`src/design/bpt_pkg.sv`:
```
// Purpose: Shared constants for the buffered PWM timer block.
// Assumes: AXI4-Lite slave, 32-bit data, byte addresses below 0x80.
// Notes:   Six channels, three linkable pairs, 16-bit counter.
//
// How it works
// - Even buffered bit links pair onto even pin
// - Even values first; odd write takes over later
// - Each overflow selects most recently written value of the pair
// - Odd control unused; odd pin released
// - Mode field 01 unbuffered, 10 buffered
// - Toggle on overflow; compare forces complement level
// - Buffered bit overrides mode low bit
// - No overflow toggle gives zero duty
// - Full duty bit plus toggle holds full duty
// - Overflow flag at modulo; request needs enable
// - Channel flag on compare; gated by enable
// - Wait: runs, registers locked, requests wake
// - Stop: halts, keeps all state
// - Break stops the counter
// - Break clear allowed: clears stick
// - Break clear denied: status unchanged, arming kept
// - Prescale code all ones selects external clock
// - Selected external clock pin forced to input
// - Codes 0..6 divide by 1..64
// - Modulo match restarts; high write inhibits flag
// - Overflow flag cleared by read then write zero
// - Counter reset bit self-clears, reads zero
package bpt_pkg;
  localparam int NUM_CHAN = 6;
  // Register byte addresses
  localparam logic [7:0] ADDR_CTRL    = 8'h00;
  localparam logic [7:0] ADDR_COUNT   = 8'h04;
  localparam logic [7:0] ADDR_MODULO  = 8'h08;
  localparam logic [7:0] ADDR_CH_BASE = 8'h10;
  localparam logic [7:0] ADDR_CH_END  = 8'h3F;
  localparam logic [7:0] CH_VAL_OFS   = 8'h04;
  // Timer control register fields
  localparam int CTRL_WRAP_FLAG = 7;
  localparam int CTRL_WRAP_IE   = 6;
  localparam int CTRL_HALT      = 5;
  localparam int CTRL_CNT_RST   = 4;
  localparam int CTRL_PS_HI     = 2;
  localparam logic [2:0] PS_EXT = 3'h7;
  // Channel control register fields
  localparam int CH_FLAG   = 7;
  localparam int CH_IE     = 6;
  localparam int CH_MS_HI  = 5;
  localparam int CH_MS_LO  = 4;
  localparam int CH_ELS_HI = 3;
  localparam int CH_ELS_LO = 2;
  localparam int CH_TOV    = 1;
  localparam int CH_FULL   = 0;
  // Edge/level encodings
  localparam logic [1:0] ELS_OFF    = 2'h0;
  localparam logic [1:0] ELS_TOGGLE = 2'h1;
  localparam logic [1:0] ELS_CLEAR  = 2'h2;
  localparam logic [1:0] ELS_SET    = 2'h3;
  // Reset values
  localparam logic [7:0]  CTRL_RESET = 8'h20;
  localparam logic [15:0] MOD_RESET  = 16'hFFFF;
  localparam logic [7:0]  CH_RESET   = 8'h00;
  // Bus responses
  localparam logic [1:0] RESP_OKAY   = 2'h0;
  localparam logic [1:0] RESP_SLVERR = 2'h2;
  localparam int PRESCALE_W = 6;
endpackage

```
`src/design/bpt_prescale.sv`:
```
// Purpose: Counter clock source: divided bus clock or external pin.
// Assumes: External pin synchronous to CLK_SYS, slower than half of it.
// Notes:   Tick is a one-cycle pulse; cleared together with the counter.
`timescale 1ns/1ps
module bpt_prescale (
  // Clock and reset
  input  wire logic       clk,
  input  wire logic       srst,
  // Control
  input  wire logic       clr,
  input  wire logic       run,
  input  wire logic [2:0] sel,
  input  wire logic       ext_in,
  // Result
  output logic            tick
);
  logic [bpt_pkg::PRESCALE_W-1:0] div_q;
  logic                           ext_q;
  logic [bpt_pkg::PRESCALE_W-1:0] mask;
  logic                           ext_sel;
  logic                           div_hit;
  logic                           ext_rise;

  // Mask of low divider bits; all ones means one tick per wrap
  assign mask     = bpt_pkg::PRESCALE_W'((7'h01 << sel) - 7'h01);
  assign ext_sel  = (sel == bpt_pkg::PS_EXT);
  assign div_hit  = ((div_q & mask) == mask);
  assign ext_rise = ext_in & ~ext_q;

  // Divider and external edge detect; divider frozen while not running
  always_ff @(posedge clk) begin
    if (srst || clr) begin
      div_q <= '0;
      tick  <= 1'b0;
    end else begin
      if (run)
        div_q <= div_q + 1'b1;
      tick <= run & (ext_sel ? ext_rise : div_hit);
    end
  end

  // Edge history runs always so a stale level cannot fake an edge
  always_ff @(posedge clk) begin
    if (srst)
      ext_q <= 1'b0;
    else
      ext_q <= ext_in;
  end
endmodule // bpt_prescale

```
`src/design/bpt_chan.sv`:
```
// Purpose: One output compare / PWM channel output stage.
// Assumes: Compare value already chosen by the buffer logic above.
// Notes:   Toggle on overflow first, then the compare action wins.
`timescale 1ns/1ps
module bpt_chan (
  // Clock and reset
  input  wire logic        clk,
  input  wire logic        srst,
  // Counter events
  input  wire logic        tick,
  input  wire logic        wrap,
  input  wire logic [15:0] count,
  input  wire logic [15:0] cmp_val,
  // Configuration
  input  wire logic        enable,
  input  wire logic [1:0]  els,
  input  wire logic        tov,
  input  wire logic        full,
  // Results
  output logic             pin_q,
  output logic             oe_q,
  output logic             match
);
  logic after_wrap;
  logic pulse_lvl;

  assign match      = tick & enable & (count == cmp_val);
  assign after_wrap = (wrap & tov & enable) ? ~pin_q : pin_q;
  // Pulse level is the complement of what the compare forces
  assign pulse_lvl  = (els != bpt_pkg::ELS_SET);

  // Output level; a channel with no edge/level action releases its pin
  always_ff @(posedge clk) begin
    if (srst) begin
      pin_q <= 1'b0;
      oe_q  <= 1'b0;
    end else begin
      oe_q <= enable & (els != bpt_pkg::ELS_OFF);
      if (enable && full && tov)
        pin_q <= pulse_lvl;
      else if (match) begin
        unique case (els)
          bpt_pkg::ELS_TOGGLE: pin_q <= ~after_wrap;
          bpt_pkg::ELS_CLEAR:  pin_q <= 1'b0;
          bpt_pkg::ELS_SET:    pin_q <= 1'b1;
          bpt_pkg::ELS_OFF:    pin_q <= after_wrap;
        endcase
      end else
        pin_q <= after_wrap;
    end
  end
endmodule // bpt_chan

```
`src/design/bpt_top.sv`:
```
// Purpose: Six-channel 16-bit timer with buffered PWM over AXI4-Lite.
// Assumes: One clock; system mode inputs synchronous to CLK_SYS.
// Notes:   One write and one read outstanding; registers in low bytes.
`timescale 1ns/1ps
module bpt_top (
  // Clock and reset
  input  wire logic        CLK_SYS,
  input  wire logic        SRST,
  // AXI4-Lite write address and data
  input  wire logic [7:0]  S_AXI_AWADDR,
  input  wire logic        S_AXI_AWVALID,
  output logic             S_AXI_AWREADY,
  input  wire logic [31:0] S_AXI_WDATA,
  input  wire logic [3:0]  S_AXI_WSTRB,
  input  wire logic        S_AXI_WVALID,
  output logic             S_AXI_WREADY,
  // AXI4-Lite write response
  output logic [1:0]       S_AXI_BRESP,
  output logic             S_AXI_BVALID,
  input  wire logic        S_AXI_BREADY,
  // AXI4-Lite read
  input  wire logic [7:0]  S_AXI_ARADDR,
  input  wire logic        S_AXI_ARVALID,
  output logic             S_AXI_ARREADY,
  output logic [31:0]      S_AXI_RDATA,
  output logic [1:0]       S_AXI_RRESP,
  output logic             S_AXI_RVALID,
  input  wire logic        S_AXI_RREADY,
  // System state
  input  wire logic        WAIT_MODE,
  input  wire logic        STOP_MODE,
  input  wire logic        BREAK_ACTIVE,
  input  wire logic        BREAK_CLEAR_ALLOW,
  // External count clock pin
  input  wire logic        EXT_COUNT_CLOCK,
  input  wire logic        PORTD6_DIRECTION,
  output logic             EXT_PIN_OE,
  // Channel pins
  output logic [5:0]       CHAN_PIN_OUT,
  output logic [5:0]       CHAN_PIN_OE,
  // Requests
  output logic             WRAP_IRQ,
  output logic [5:0]       CHAN_IRQ,
  output logic             WAKE_REQ
);
  localparam int N = bpt_pkg::NUM_CHAN;

  // Channel index from a byte address inside the channel window
  function automatic logic [2:0] ch_idx(input logic [7:0] a);
    logic [7:0] d;
    d = a - bpt_pkg::ADDR_CH_BASE;
    return d[5:3];
  endfunction

  // A channel register address, in range and not beyond the last
  function automatic logic in_ch(input logic [7:0] a);
    return (a >= bpt_pkg::ADDR_CH_BASE) && (a <= bpt_pkg::ADDR_CH_END)
           && (a[1:0] == 2'h0);
  endfunction

  // Registers
  logic [7:0]  ctrl_q;
  logic [15:0] cnt_q;
  logic [15:0] mod_q;
  logic        mod_inhibit_q;
  logic        wrap_arm_q;
  logic [7:0]  ch_ctrl_q [N];
  logic [15:0] ch_val_q  [N];
  logic [N-1:0] ch_arm_q;
  logic [2:0]  active_q;
  logic [2:0]  last_q;
  // Bus state
  logic        awready_q;
  logic        wready_q;
  logic        aw_full_q;
  logic        w_full_q;
  logic [7:0]  awaddr_q;
  logic [31:0] wdata_q;
  logic [3:0]  wstrb_q;
  logic        bvalid_q;
  logic [1:0]  bresp_q;
  logic        arready_q;
  logic        rvalid_q;
  logic [31:0] rdata_q;
  logic [1:0]  rresp_q;
  // Output flops
  logic        ext_oe_q;
  logic        wrap_irq_q;
  logic [N-1:0] chan_irq_q;
  logic        wake_q;

  // Bus decode
  logic        aw_take;
  logic        w_take;
  logic        ar_take;
  logic        do_wr;
  logic        wr_ok;
  logic        rd_ok;
  logic        wr_ctrl;
  logic        wr_mod;
  logic        wr_ch;
  logic        wr_is_val;
  logic [2:0]  wr_idx;
  logic        rd_ctrl;
  logic        rd_ch;
  logic        rd_is_val;
  logic [2:0]  rd_idx;
  logic        wr_map;
  logic        rd_map;
  logic [31:0] rd_word;

  assign aw_take   = S_AXI_AWVALID & awready_q;
  assign w_take    = S_AXI_WVALID & wready_q;
  assign ar_take   = S_AXI_ARVALID & arready_q;
  assign do_wr     = aw_full_q & w_full_q & ~bvalid_q;
  assign wr_ctrl   = (awaddr_q == bpt_pkg::ADDR_CTRL);
  assign wr_mod    = (awaddr_q == bpt_pkg::ADDR_MODULO);
  assign wr_ch     = in_ch(awaddr_q);
  assign wr_is_val = awaddr_q[2];
  assign wr_idx    = ch_idx(awaddr_q);
  assign wr_map    = wr_ctrl | wr_mod | wr_ch
                   | (awaddr_q == bpt_pkg::ADDR_COUNT);
  // Registers are locked out while the processor waits
  assign wr_ok     = do_wr & wr_map & ~WAIT_MODE;
  assign rd_ctrl   = (S_AXI_ARADDR == bpt_pkg::ADDR_CTRL);
  assign rd_ch     = in_ch(S_AXI_ARADDR);
  assign rd_is_val = S_AXI_ARADDR[2];
  assign rd_idx    = ch_idx(S_AXI_ARADDR);
  assign rd_map    = rd_ctrl | rd_ch
                   | (S_AXI_ARADDR == bpt_pkg::ADDR_COUNT)
                   | (S_AXI_ARADDR == bpt_pkg::ADDR_MODULO);
  assign rd_ok     = ar_take & rd_map & ~WAIT_MODE;

  // Linking and status-clear permission
  logic [2:0]  linked;
  logic        clr_allowed;
  logic        run;
  logic        cnt_rst;
  logic        tick;
  logic        wrap;
  logic        wrap_set;
  logic [N-1:0] ch_match;
  logic [N-1:0] ch_en;
  logic [15:0] cmp_val [N];
  logic        wr_rst_bit;

  assign linked[0]   = ch_ctrl_q[0][bpt_pkg::CH_MS_HI];
  assign linked[1]   = ch_ctrl_q[2][bpt_pkg::CH_MS_HI];
  assign linked[2]   = ch_ctrl_q[4][bpt_pkg::CH_MS_HI];
  assign clr_allowed = ~BREAK_ACTIVE | BREAK_CLEAR_ALLOW;
  // Counter runs only when not halted, not in stop, not in break
  assign run     = ~ctrl_q[bpt_pkg::CTRL_HALT] & ~STOP_MODE
                 & ~BREAK_ACTIVE;
  assign cnt_rst = wr_ok & wr_ctrl & wr_rst_bit;
  assign wrap     = tick & (cnt_q == mod_q);
  assign wrap_set = wrap & ~mod_inhibit_q;

  // Counter reset bit of the captured write
  assign wr_rst_bit = wstrb_q[0] & wdata_q[bpt_pkg::CTRL_CNT_RST];

  // Per-channel mode and buffered compare source
  genvar g;
  generate
    for (g = 0; g < N; g++) begin : g_ch
      logic [1:0] ms;
      assign ms = {ch_ctrl_q[g][bpt_pkg::CH_MS_HI],
                   ch_ctrl_q[g][bpt_pkg::CH_MS_LO]};
      if (g % 2 == 0) begin : g_even
        // Buffered bit alone is enough; low bit is then a don't care
        assign ch_en[g]   = (ms != 2'h0);
        assign cmp_val[g] = (linked[g/2] && active_q[g/2]) ?
                            ch_val_q[g+1] : ch_val_q[g];
      end else begin : g_odd
        // Odd half of a linked pair has no output function
        assign ch_en[g]   = (ms != 2'h0) & ~linked[g/2];
        assign cmp_val[g] = ch_val_q[g];
      end
      bpt_chan u_chan (
        .clk     (CLK_SYS),
        .srst    (SRST),
        .tick    (tick),
        .wrap    (wrap),
        .count   (cnt_q),
        .cmp_val (cmp_val[g]),
        .enable  (ch_en[g]),
        .els     (ch_ctrl_q[g][bpt_pkg::CH_ELS_HI:bpt_pkg::CH_ELS_LO]),
        .tov     (ch_ctrl_q[g][bpt_pkg::CH_TOV]),
        .full    (ch_ctrl_q[g][bpt_pkg::CH_FULL]),
        .pin_q   (CHAN_PIN_OUT[g]),
        .oe_q    (CHAN_PIN_OE[g]),
        .match   (ch_match[g])
      );
    end
  endgenerate

  // Counter clock source
  bpt_prescale u_prescale (
    .clk    (CLK_SYS),
    .srst   (SRST),
    .clr    (cnt_rst),
    .run    (run),
    .sel    (ctrl_q[bpt_pkg::CTRL_PS_HI:0]),
    .ext_in (EXT_COUNT_CLOCK),
    .tick   (tick)
  );

  // Read data mux; odd control of a linked pair reads as zero
  always_comb begin
    rd_word = 32'h0000_0000;
    if (rd_ctrl)
      rd_word[7:0] = ctrl_q & ~(8'h01 << bpt_pkg::CTRL_CNT_RST);
    else if (S_AXI_ARADDR == bpt_pkg::ADDR_COUNT)
      rd_word[15:0] = cnt_q;
    else if (S_AXI_ARADDR == bpt_pkg::ADDR_MODULO)
      rd_word[15:0] = mod_q;
    else if (rd_ch && rd_is_val)
      rd_word[15:0] = ch_val_q[rd_idx];
    else if (rd_ch && !(rd_idx[0] && linked[rd_idx[2:1]]))
      rd_word[7:0] = ch_ctrl_q[rd_idx];
  end

  // Write channel handshake: address and data taken in either order
  always_ff @(posedge CLK_SYS) begin
    if (SRST) begin
      aw_full_q <= 1'b0;
      w_full_q  <= 1'b0;
      awready_q <= 1'b0;
      wready_q  <= 1'b0;
      bvalid_q  <= 1'b0;
      bresp_q   <= bpt_pkg::RESP_OKAY;
    end else begin
      aw_full_q <= aw_take | (aw_full_q & ~do_wr);
      w_full_q  <= w_take | (w_full_q & ~do_wr);
      awready_q <= ~(aw_take | (aw_full_q & ~do_wr));
      wready_q  <= ~(w_take | (w_full_q & ~do_wr));
      if (do_wr) begin
        bvalid_q <= 1'b1;
        bresp_q  <= wr_ok ? bpt_pkg::RESP_OKAY : bpt_pkg::RESP_SLVERR;
      end else if (S_AXI_BREADY)
        bvalid_q <= 1'b0;
    end
  end

  // Captured write payload
  always_ff @(posedge CLK_SYS) begin
    if (SRST) begin
      awaddr_q <= 8'h00;
      wdata_q  <= 32'h0000_0000;
      wstrb_q  <= 4'h0;
    end else begin
      if (aw_take)
        awaddr_q <= S_AXI_AWADDR;
      if (w_take) begin
        wdata_q <= S_AXI_WDATA;
        wstrb_q <= S_AXI_WSTRB;
      end
    end
  end

  // Read channel: data registered, address refused while answer stands
  always_ff @(posedge CLK_SYS) begin
    if (SRST) begin
      arready_q <= 1'b0;
      rvalid_q  <= 1'b0;
      rdata_q   <= 32'h0000_0000;
      rresp_q   <= bpt_pkg::RESP_OKAY;
    end else if (ar_take) begin
      arready_q <= 1'b0;
      rvalid_q  <= 1'b1;
      rdata_q   <= rd_ok ? rd_word : 32'h0000_0000;
      rresp_q   <= rd_ok ? bpt_pkg::RESP_OKAY : bpt_pkg::RESP_SLVERR;
    end else if (rvalid_q && S_AXI_RREADY) begin
      rvalid_q  <= 1'b0;
      arready_q <= 1'b1;
    end else if (!rvalid_q)
      arready_q <= 1'b1;
  end

  // Timer control, counter and modulo
  always_ff @(posedge CLK_SYS) begin
    if (SRST) begin
      ctrl_q        <= bpt_pkg::CTRL_RESET;
      cnt_q         <= 16'h0000;
      mod_q         <= bpt_pkg::MOD_RESET;
      mod_inhibit_q <= 1'b0;
      wrap_arm_q    <= 1'b0;
    end else begin
      if (cnt_rst)
        cnt_q <= 16'h0000;
      else if (tick)
        cnt_q <= wrap ? 16'h0000 : cnt_q + 16'h0001;
      // Arming needs the flag set; a denied break read does not arm
      if (wrap_set)
        wrap_arm_q <= 1'b0;
      else if (rd_ok && rd_ctrl && ctrl_q[bpt_pkg::CTRL_WRAP_FLAG]
               && clr_allowed)
        wrap_arm_q <= 1'b1;
      if (wr_ok && wr_ctrl && wstrb_q[0]) begin
        ctrl_q[bpt_pkg::CTRL_WRAP_IE:0] <=
          wdata_q[bpt_pkg::CTRL_WRAP_IE:0] &
          ~(7'h01 << bpt_pkg::CTRL_CNT_RST);
      end
      // New overflow beats a clear in the same cycle
      if (wrap_set)
        ctrl_q[bpt_pkg::CTRL_WRAP_FLAG] <= 1'b1;
      else if (wr_ok && wr_ctrl && wstrb_q[0] && wrap_arm_q
               && !wdata_q[bpt_pkg::CTRL_WRAP_FLAG] && clr_allowed) begin
        ctrl_q[bpt_pkg::CTRL_WRAP_FLAG] <= 1'b0;
        wrap_arm_q <= 1'b0;
      end
      if (wr_ok && wr_mod) begin
        if (wstrb_q[1])
          mod_q[15:8] <= wdata_q[15:8];
        if (wstrb_q[0])
          mod_q[7:0] <= wdata_q[7:0];
        // High byte alone holds off flagging until low byte arrives
        mod_inhibit_q <= wstrb_q[1] & ~wstrb_q[0];
      end
    end
  end

  // Channel registers, flags and pair selection
  always_ff @(posedge CLK_SYS) begin
    if (SRST) begin
      for (int i = 0; i < N; i++) begin
        ch_ctrl_q[i] <= bpt_pkg::CH_RESET;
        ch_val_q[i]  <= 16'h0000;
      end
      ch_arm_q <= '0;
      active_q <= 3'h0;
      last_q   <= 3'h0;
    end else begin
      for (int i = 0; i < N; i++) begin
        if (wr_ok && wr_ch && wr_idx == 3'(i) && wr_is_val) begin
          if (wstrb_q[1])
            ch_val_q[i][15:8] <= wdata_q[15:8];
          if (wstrb_q[0])
            ch_val_q[i][7:0] <= wdata_q[7:0];
        end
        if (wr_ok && wr_ch && wr_idx == 3'(i) && !wr_is_val
            && wstrb_q[0] && !(i % 2 == 1 && linked[i/2]))
          ch_ctrl_q[i][bpt_pkg::CH_IE:0] <= wdata_q[bpt_pkg::CH_IE:0];
        if (ch_match[i])
          ch_arm_q[i] <= 1'b0;
        else if (rd_ok && rd_ch && !rd_is_val && rd_idx == 3'(i)
                 && ch_ctrl_q[i][bpt_pkg::CH_FLAG] && clr_allowed)
          ch_arm_q[i] <= 1'b1;
        if (ch_match[i])
          ch_ctrl_q[i][bpt_pkg::CH_FLAG] <= 1'b1;
        else if (wr_ok && wr_ch && !wr_is_val && wr_idx == 3'(i)
                 && wstrb_q[0] && ch_arm_q[i] && clr_allowed
                 && !wdata_q[bpt_pkg::CH_FLAG]) begin
          ch_ctrl_q[i][bpt_pkg::CH_FLAG] <= 1'b0;
          ch_arm_q[i] <= 1'b0;
        end
      end
      for (int p = 0; p < N / 2; p++) begin
        if (!linked[p]) begin
          active_q[p] <= 1'b0;
          last_q[p]   <= 1'b0;
        end else begin
          if (wr_ok && wr_ch && wr_is_val && wr_idx[2:1] == 2'(p))
            last_q[p] <= wr_idx[0];
          if (wrap)
            active_q[p] <= last_q[p];
        end
      end
    end
  end

  // Requests and pin direction
  always_ff @(posedge CLK_SYS) begin
    if (SRST) begin
      ext_oe_q   <= 1'b0;
      wrap_irq_q <= 1'b0;
      chan_irq_q <= '0;
      wake_q     <= 1'b0;
    end else begin
      ext_oe_q   <= PORTD6_DIRECTION &
                    (ctrl_q[bpt_pkg::CTRL_PS_HI:0] != bpt_pkg::PS_EXT);
      wrap_irq_q <= ctrl_q[bpt_pkg::CTRL_WRAP_FLAG]
                  & ctrl_q[bpt_pkg::CTRL_WRAP_IE];
      for (int i = 0; i < N; i++)
        chan_irq_q[i] <= ch_ctrl_q[i][bpt_pkg::CH_FLAG]
                       & ch_ctrl_q[i][bpt_pkg::CH_IE]
                       & ~(i % 2 == 1 && linked[i/2]);
      wake_q <= WAIT_MODE & (wrap_irq_q | (|chan_irq_q));
    end
  end

  assign S_AXI_AWREADY = awready_q;
  assign S_AXI_WREADY  = wready_q;
  assign S_AXI_BVALID  = bvalid_q;
  assign S_AXI_BRESP   = bresp_q;
  assign S_AXI_ARREADY = arready_q;
  assign S_AXI_RVALID  = rvalid_q;
  assign S_AXI_RDATA   = rdata_q;
  assign S_AXI_RRESP   = rresp_q;
  assign EXT_PIN_OE    = ext_oe_q;
  assign WRAP_IRQ      = wrap_irq_q;
  assign CHAN_IRQ      = chan_irq_q;
  assign WAKE_REQ      = wake_q;
endmodule // bpt_top

```
`config.mk`:
```
export PLATFORM = sky130hd
export DESIGN_NAME = bpt_top
export DESIGN_NICKNAME = d
export VERILOG_FILES = /design/src/design/bpt_pkg.sv /design/src/design/bpt_prescale.sv /design/src/design/bpt_chan.sv /design/src/design/bpt_top.sv
export SDC_FILE = /design/constraint.sdc
export NUM_CORES = 1
export LEC_CHECK = 0
export BUFFER_PORTS_ARGS = -buffer_cell sky130_fd_sc_hd__buf_2
export CAP_MARGIN = 20
export CORE_AREA = 2 2 198 200
export CTS_BUF_LIST = sky130_fd_sc_hd__clkbuf_8
export DETAILED_ROUTE_END_ITERATION = 8
export DIE_AREA = 0 0 200 202
export GPL_ROUTABILITY_DRIVEN = 0
export PLACE_DENSITY_LB_ADDON = 0.25
export SYNTH_ARGS = -nofsm -noshare
export SYNTH_HDL_FRONTEND = slang
export SYNTH_SLANG_ARGS = --single-unit
export TNS_END_PERCENT = 5
```
`constraint.sdc`:
```
create_clock -name CLK_SYS -period 2.5 [get_ports CLK_SYS]
set_input_delay 0.25 -clock CLK_SYS [delete_from_list [all_inputs] [get_ports CLK_SYS]]
set_output_delay 0.25 -clock CLK_SYS [all_outputs]
set_load 0.01 [all_outputs]
```
==> results.toml <==
[run_status]
status = "completed"

[global_routing]
grt_util_met2 = 0.400
grt_max_degree = 69
grt_pass1_wl_mm = 75.8
grtUsageMet3 = 0.0395
grt_antenna_before_repair = 1
grt_use_met1 = 0.340
grt-ovfl-total = 0
busiest_layer = "met2"
grt_use_total = 0.251
grt_pass1_vias = 12600

[floorplanning]
fp.dieW_um = 200
core_region_area_um2 = 38300
ioPinCount = 127
rows = 72
die-height_um = 202
initial_utilization = 0.396
dieArea_um2 = 40400

[timing]
rsz0062_at_grt = "yes"
tightest_slew_ns = 1.06
finalMaxSlewViolations = 0
fmax_ghz = 0.415
setup_viol_count_final = 0
period_share = 0.965
post-route-min-period_ns = 2.41
slew-limit-headroom = 0.292
hold_viol = 0
finalClockSkew_ns = 0.0123

[flow_run]
drv_cap = 0

[worst_setup_path]
reg2reg_depth = 6
crit_slowest_cell = "or4_1"
cp.depth = 6
crit_type = "reg -> reg"
reg2reg_from = "awaddr_q[7]$_SDFFE_PP0P_"
endpoint_kind = "flip-flop"
path_max_fanout = 8
cpLargestDelayFamily = "simple AND/OR/NAND/NOR gates"
cp-start-kind = "flip-flop"
crit_path_end = "ch_val_q[1][11]$_SDFFCE_PN0P_"
crit_buf_inv = 1
cpPeakStageDelay_ns = 0.59
arrival_ns = 2.70
r2r_slack_ns = 0.09
r2r_end = "ch_val_q[1][11]$_SDFFCE_PN0P_"
cp-startpoint = "awaddr_q[7]$_SDFFE_PP0P_"
required_ns = 2.79
path_cells = "or4_1 > nor3_2 > and3b_1 > nand2_1 > o21ai_1 > buf_4"

[route]
dr.pass1.iters = 6
ant_nets = 0
vias_per_cell = 5.46
wl_per_cell_um = 21.4
drt_wl_total_mm = 50.1
route.detailed.drc = 0
vias = 12800
drtIter0Drc = 1270

[pwr]
static-leakage-power_nw = 7.24
ir_drop_v = 0.000561
total_power_mw = 9.78
power_density_nw_per_um2 = 536

[yosys]
synth_flop_cell = "edfxtp_1"
synth_area_um2 = 15200
synth_cell_type_count = 73
synth-seq-area-share = 0.461
ys_seq_elements = 277
yosysWarnings = 0
syn_area_per_cell_um2 = 9.64
synth_edf_count = 144
async_flop_share = 0
synthCells = 1573

[finish]
final_common_cell = "nand2_1"
nNetsFinal = 1864
most-common-layout-cells = "176 x nand2_1, 147 x and2_1, 144 x edfxtp_1"
num_antenna_cells = 0
drive_gt1_frac = 0.199
syn_to_final_growth_pct = 20.3
final_cell_area_um2 = 18200
final_core_util = 0.477

[clock_tree]
clockBufferDepth = 3
cts_tree = "built"
cts-buffers-inserted = 46
cts_setup_buffers = 0
htree_levels = 2
clk_latency_ns = 0.58
cts.sinks = 277
clkTransAtPathRegs_ns = 0.06
cts_root_buffer = "clkbuf_8"

[placement]
postPlaceCellArea_um2 = 16900
portBuffers = 90
post-dp-hpwl_mm = 37.5

[hold_path]
hold_class = "in -> reg"
-- metal layers --
layer | part of all wire | wire length [um] | vias up
met5 | 0.00024 | 12 | -
met4 | 0.040 | 2000 | 2
met3 | 0.080 | 4020 | 123
met2 | 0.46 | 23200 | 556
met1 | 0.42 | 20900 | 6127
li1 | - | - | 5994
-- worst reg2reg max path, stage by stage (launching register included) --
cell and delay, ns:
dfxtp_1 0.31, or4_1 0.59, nor3_2 0.20, and3b_1 0.34, nand2_1 0.29, o21ai_1 0.21
buf_4 0.19
-- cell type report --
| cell class | count | area (um2) |
|---|---|---|
| sequential | 277 | 6990 |
| tap | 518 | 648 |
| clock inverter | 34 | 165 |
| timing repair buffer | 273 | 2020 |
| inverter | 29 | 114 |
| fill | 3655 | 20000 |
| clock buffer | 51 | 702 |
| multi-input combinational | 1163 | 7600 |
-- power by group --
| group | internal, mW | switching, mW | total [mW] |
|---|---|---|---|
| clock network | 1.97 | 1.88 | 3.85 |
| logic | 0.363 | 0.487 | 0.851 |
| registers | 4.90 | 0.174 | 5.07 |
-- how the worst min path moves through the flow --
stage	start	endpoint	slack (ns)	cells past startpoint
after detailed placement	awaddr_q[7]$_SDFFE_PP0P_	awaddr_q[7]$_SDFFE_PP0P_	0.44	2
after CTS	S_AXI_AWVALID	awaddr_q[1]$_SDFFE_PP0P_	0.004	3
after floorplan	EXT_COUNT_CLOCK	u_prescale.ext_q$_SDFF_PP0_	0.38	1
after global routing	S_AXI_AWVALID	awaddr_q[4]$_SDFFE_PP0P_	0.04	3
after global placement	ch_arm_q[4]$_SDFF_PP0_	ch_arm_q[4]$_SDFF_PP0_	0.44	2
final	S_AXI_AWVALID	awaddr_q[3]$_SDFFE_PP0P_	0.05	3
-- stage by stage --
stage | setup WS, ns | hold slack [ns] | std cells | setup TNS (ns)
final | 0.0881 | 0.0488 | 2345 | 0
after global routing | -0.0194 | 0.0400 | 2345 | -0.0273
after CTS | 0.00205 | 0.00445 | 2345 | 0
after detailed placement | -0.0221 | 0.444 | 2225 | -0.0361
after global placement | -0.0572 | 0.436 | 2225 | -0.0986
after floorplan | -0.146 | 0.378 | 1590 | -10.98
-- timing repair --
| item | in CTS | in global routing |
|---|---|---|
| hold buffers | 35 | 0 |
| gates resized for setup | 2 | 24 |
| hold endpoints to repair | 30 | 0 |
| pin swaps | 1 | 1 |
| endpoints found under the setup margin | 3 | 82 |
-- registers in the layout, indices dropped and copies added, names as in the netlist, 7 cells and up --
| register | count |
|---|---|
| ch_val_q | 96 |
| ch_ctrl_q | 48 |
| S_AXI_RDATA | 16 |
| cnt_q | 16 |
| mod_q | 16 |
| wdata_q | 16 |
| awaddr_q | 8 |
| ctrl_q | 7 |
-- cells in the mapped netlist (6+ instances only) --
master	n	area share
a21oi_1	103	0.034
a221oi_1	6	0.0035
a22oi_1	8	0.0040
and2_1	148	0.061
and3_1	19	0.0078
buf_1	10	0.0025
buf_2	18	0.0059
buf_4	35	0.017
clkbuf_1	55	0.014
dfxtp_1	133	0.18
edfxtp_1	144	0.29
ha_1	9	0.0074
inv_1	28	0.0069
mux2i_1	70	0.046
mux4_2	24	0.036
nand2_1	177	0.044
nand2b_1	7	0.0029
nand3_1	68	0.022
nand3b_1	11	0.0054
nand4_1	30	0.012
nor2_1	105	0.026
nor2b_1	25	0.010
nor3_1	20	0.0066
nor4_1	19	0.0078
o211ai_1	12	0.0059
o21ai_0	53	0.017
o221ai_1	12	0.0069
o22ai_1	10	0.0041
o31ai_1	7	0.0035
or3_1	7	0.0029
xnor2_1	81	0.047
xor2_1	44	0.025
-- logic make-up after synthesis --
family / Yosys count / synth area share
simple gates: 671 / 0.229
flops: 277 / 0.461
compound gates: 245 / 0.0993
buf+inv: 150 / 0.0487
xor+xnor: 125 / 0.0722
mux: 95 / 0.0826
fa+ha+maj: 9 / 0.00742
other cells: 1 / 0.000247
Note: power is estimated with default switching activity, not from simulation.
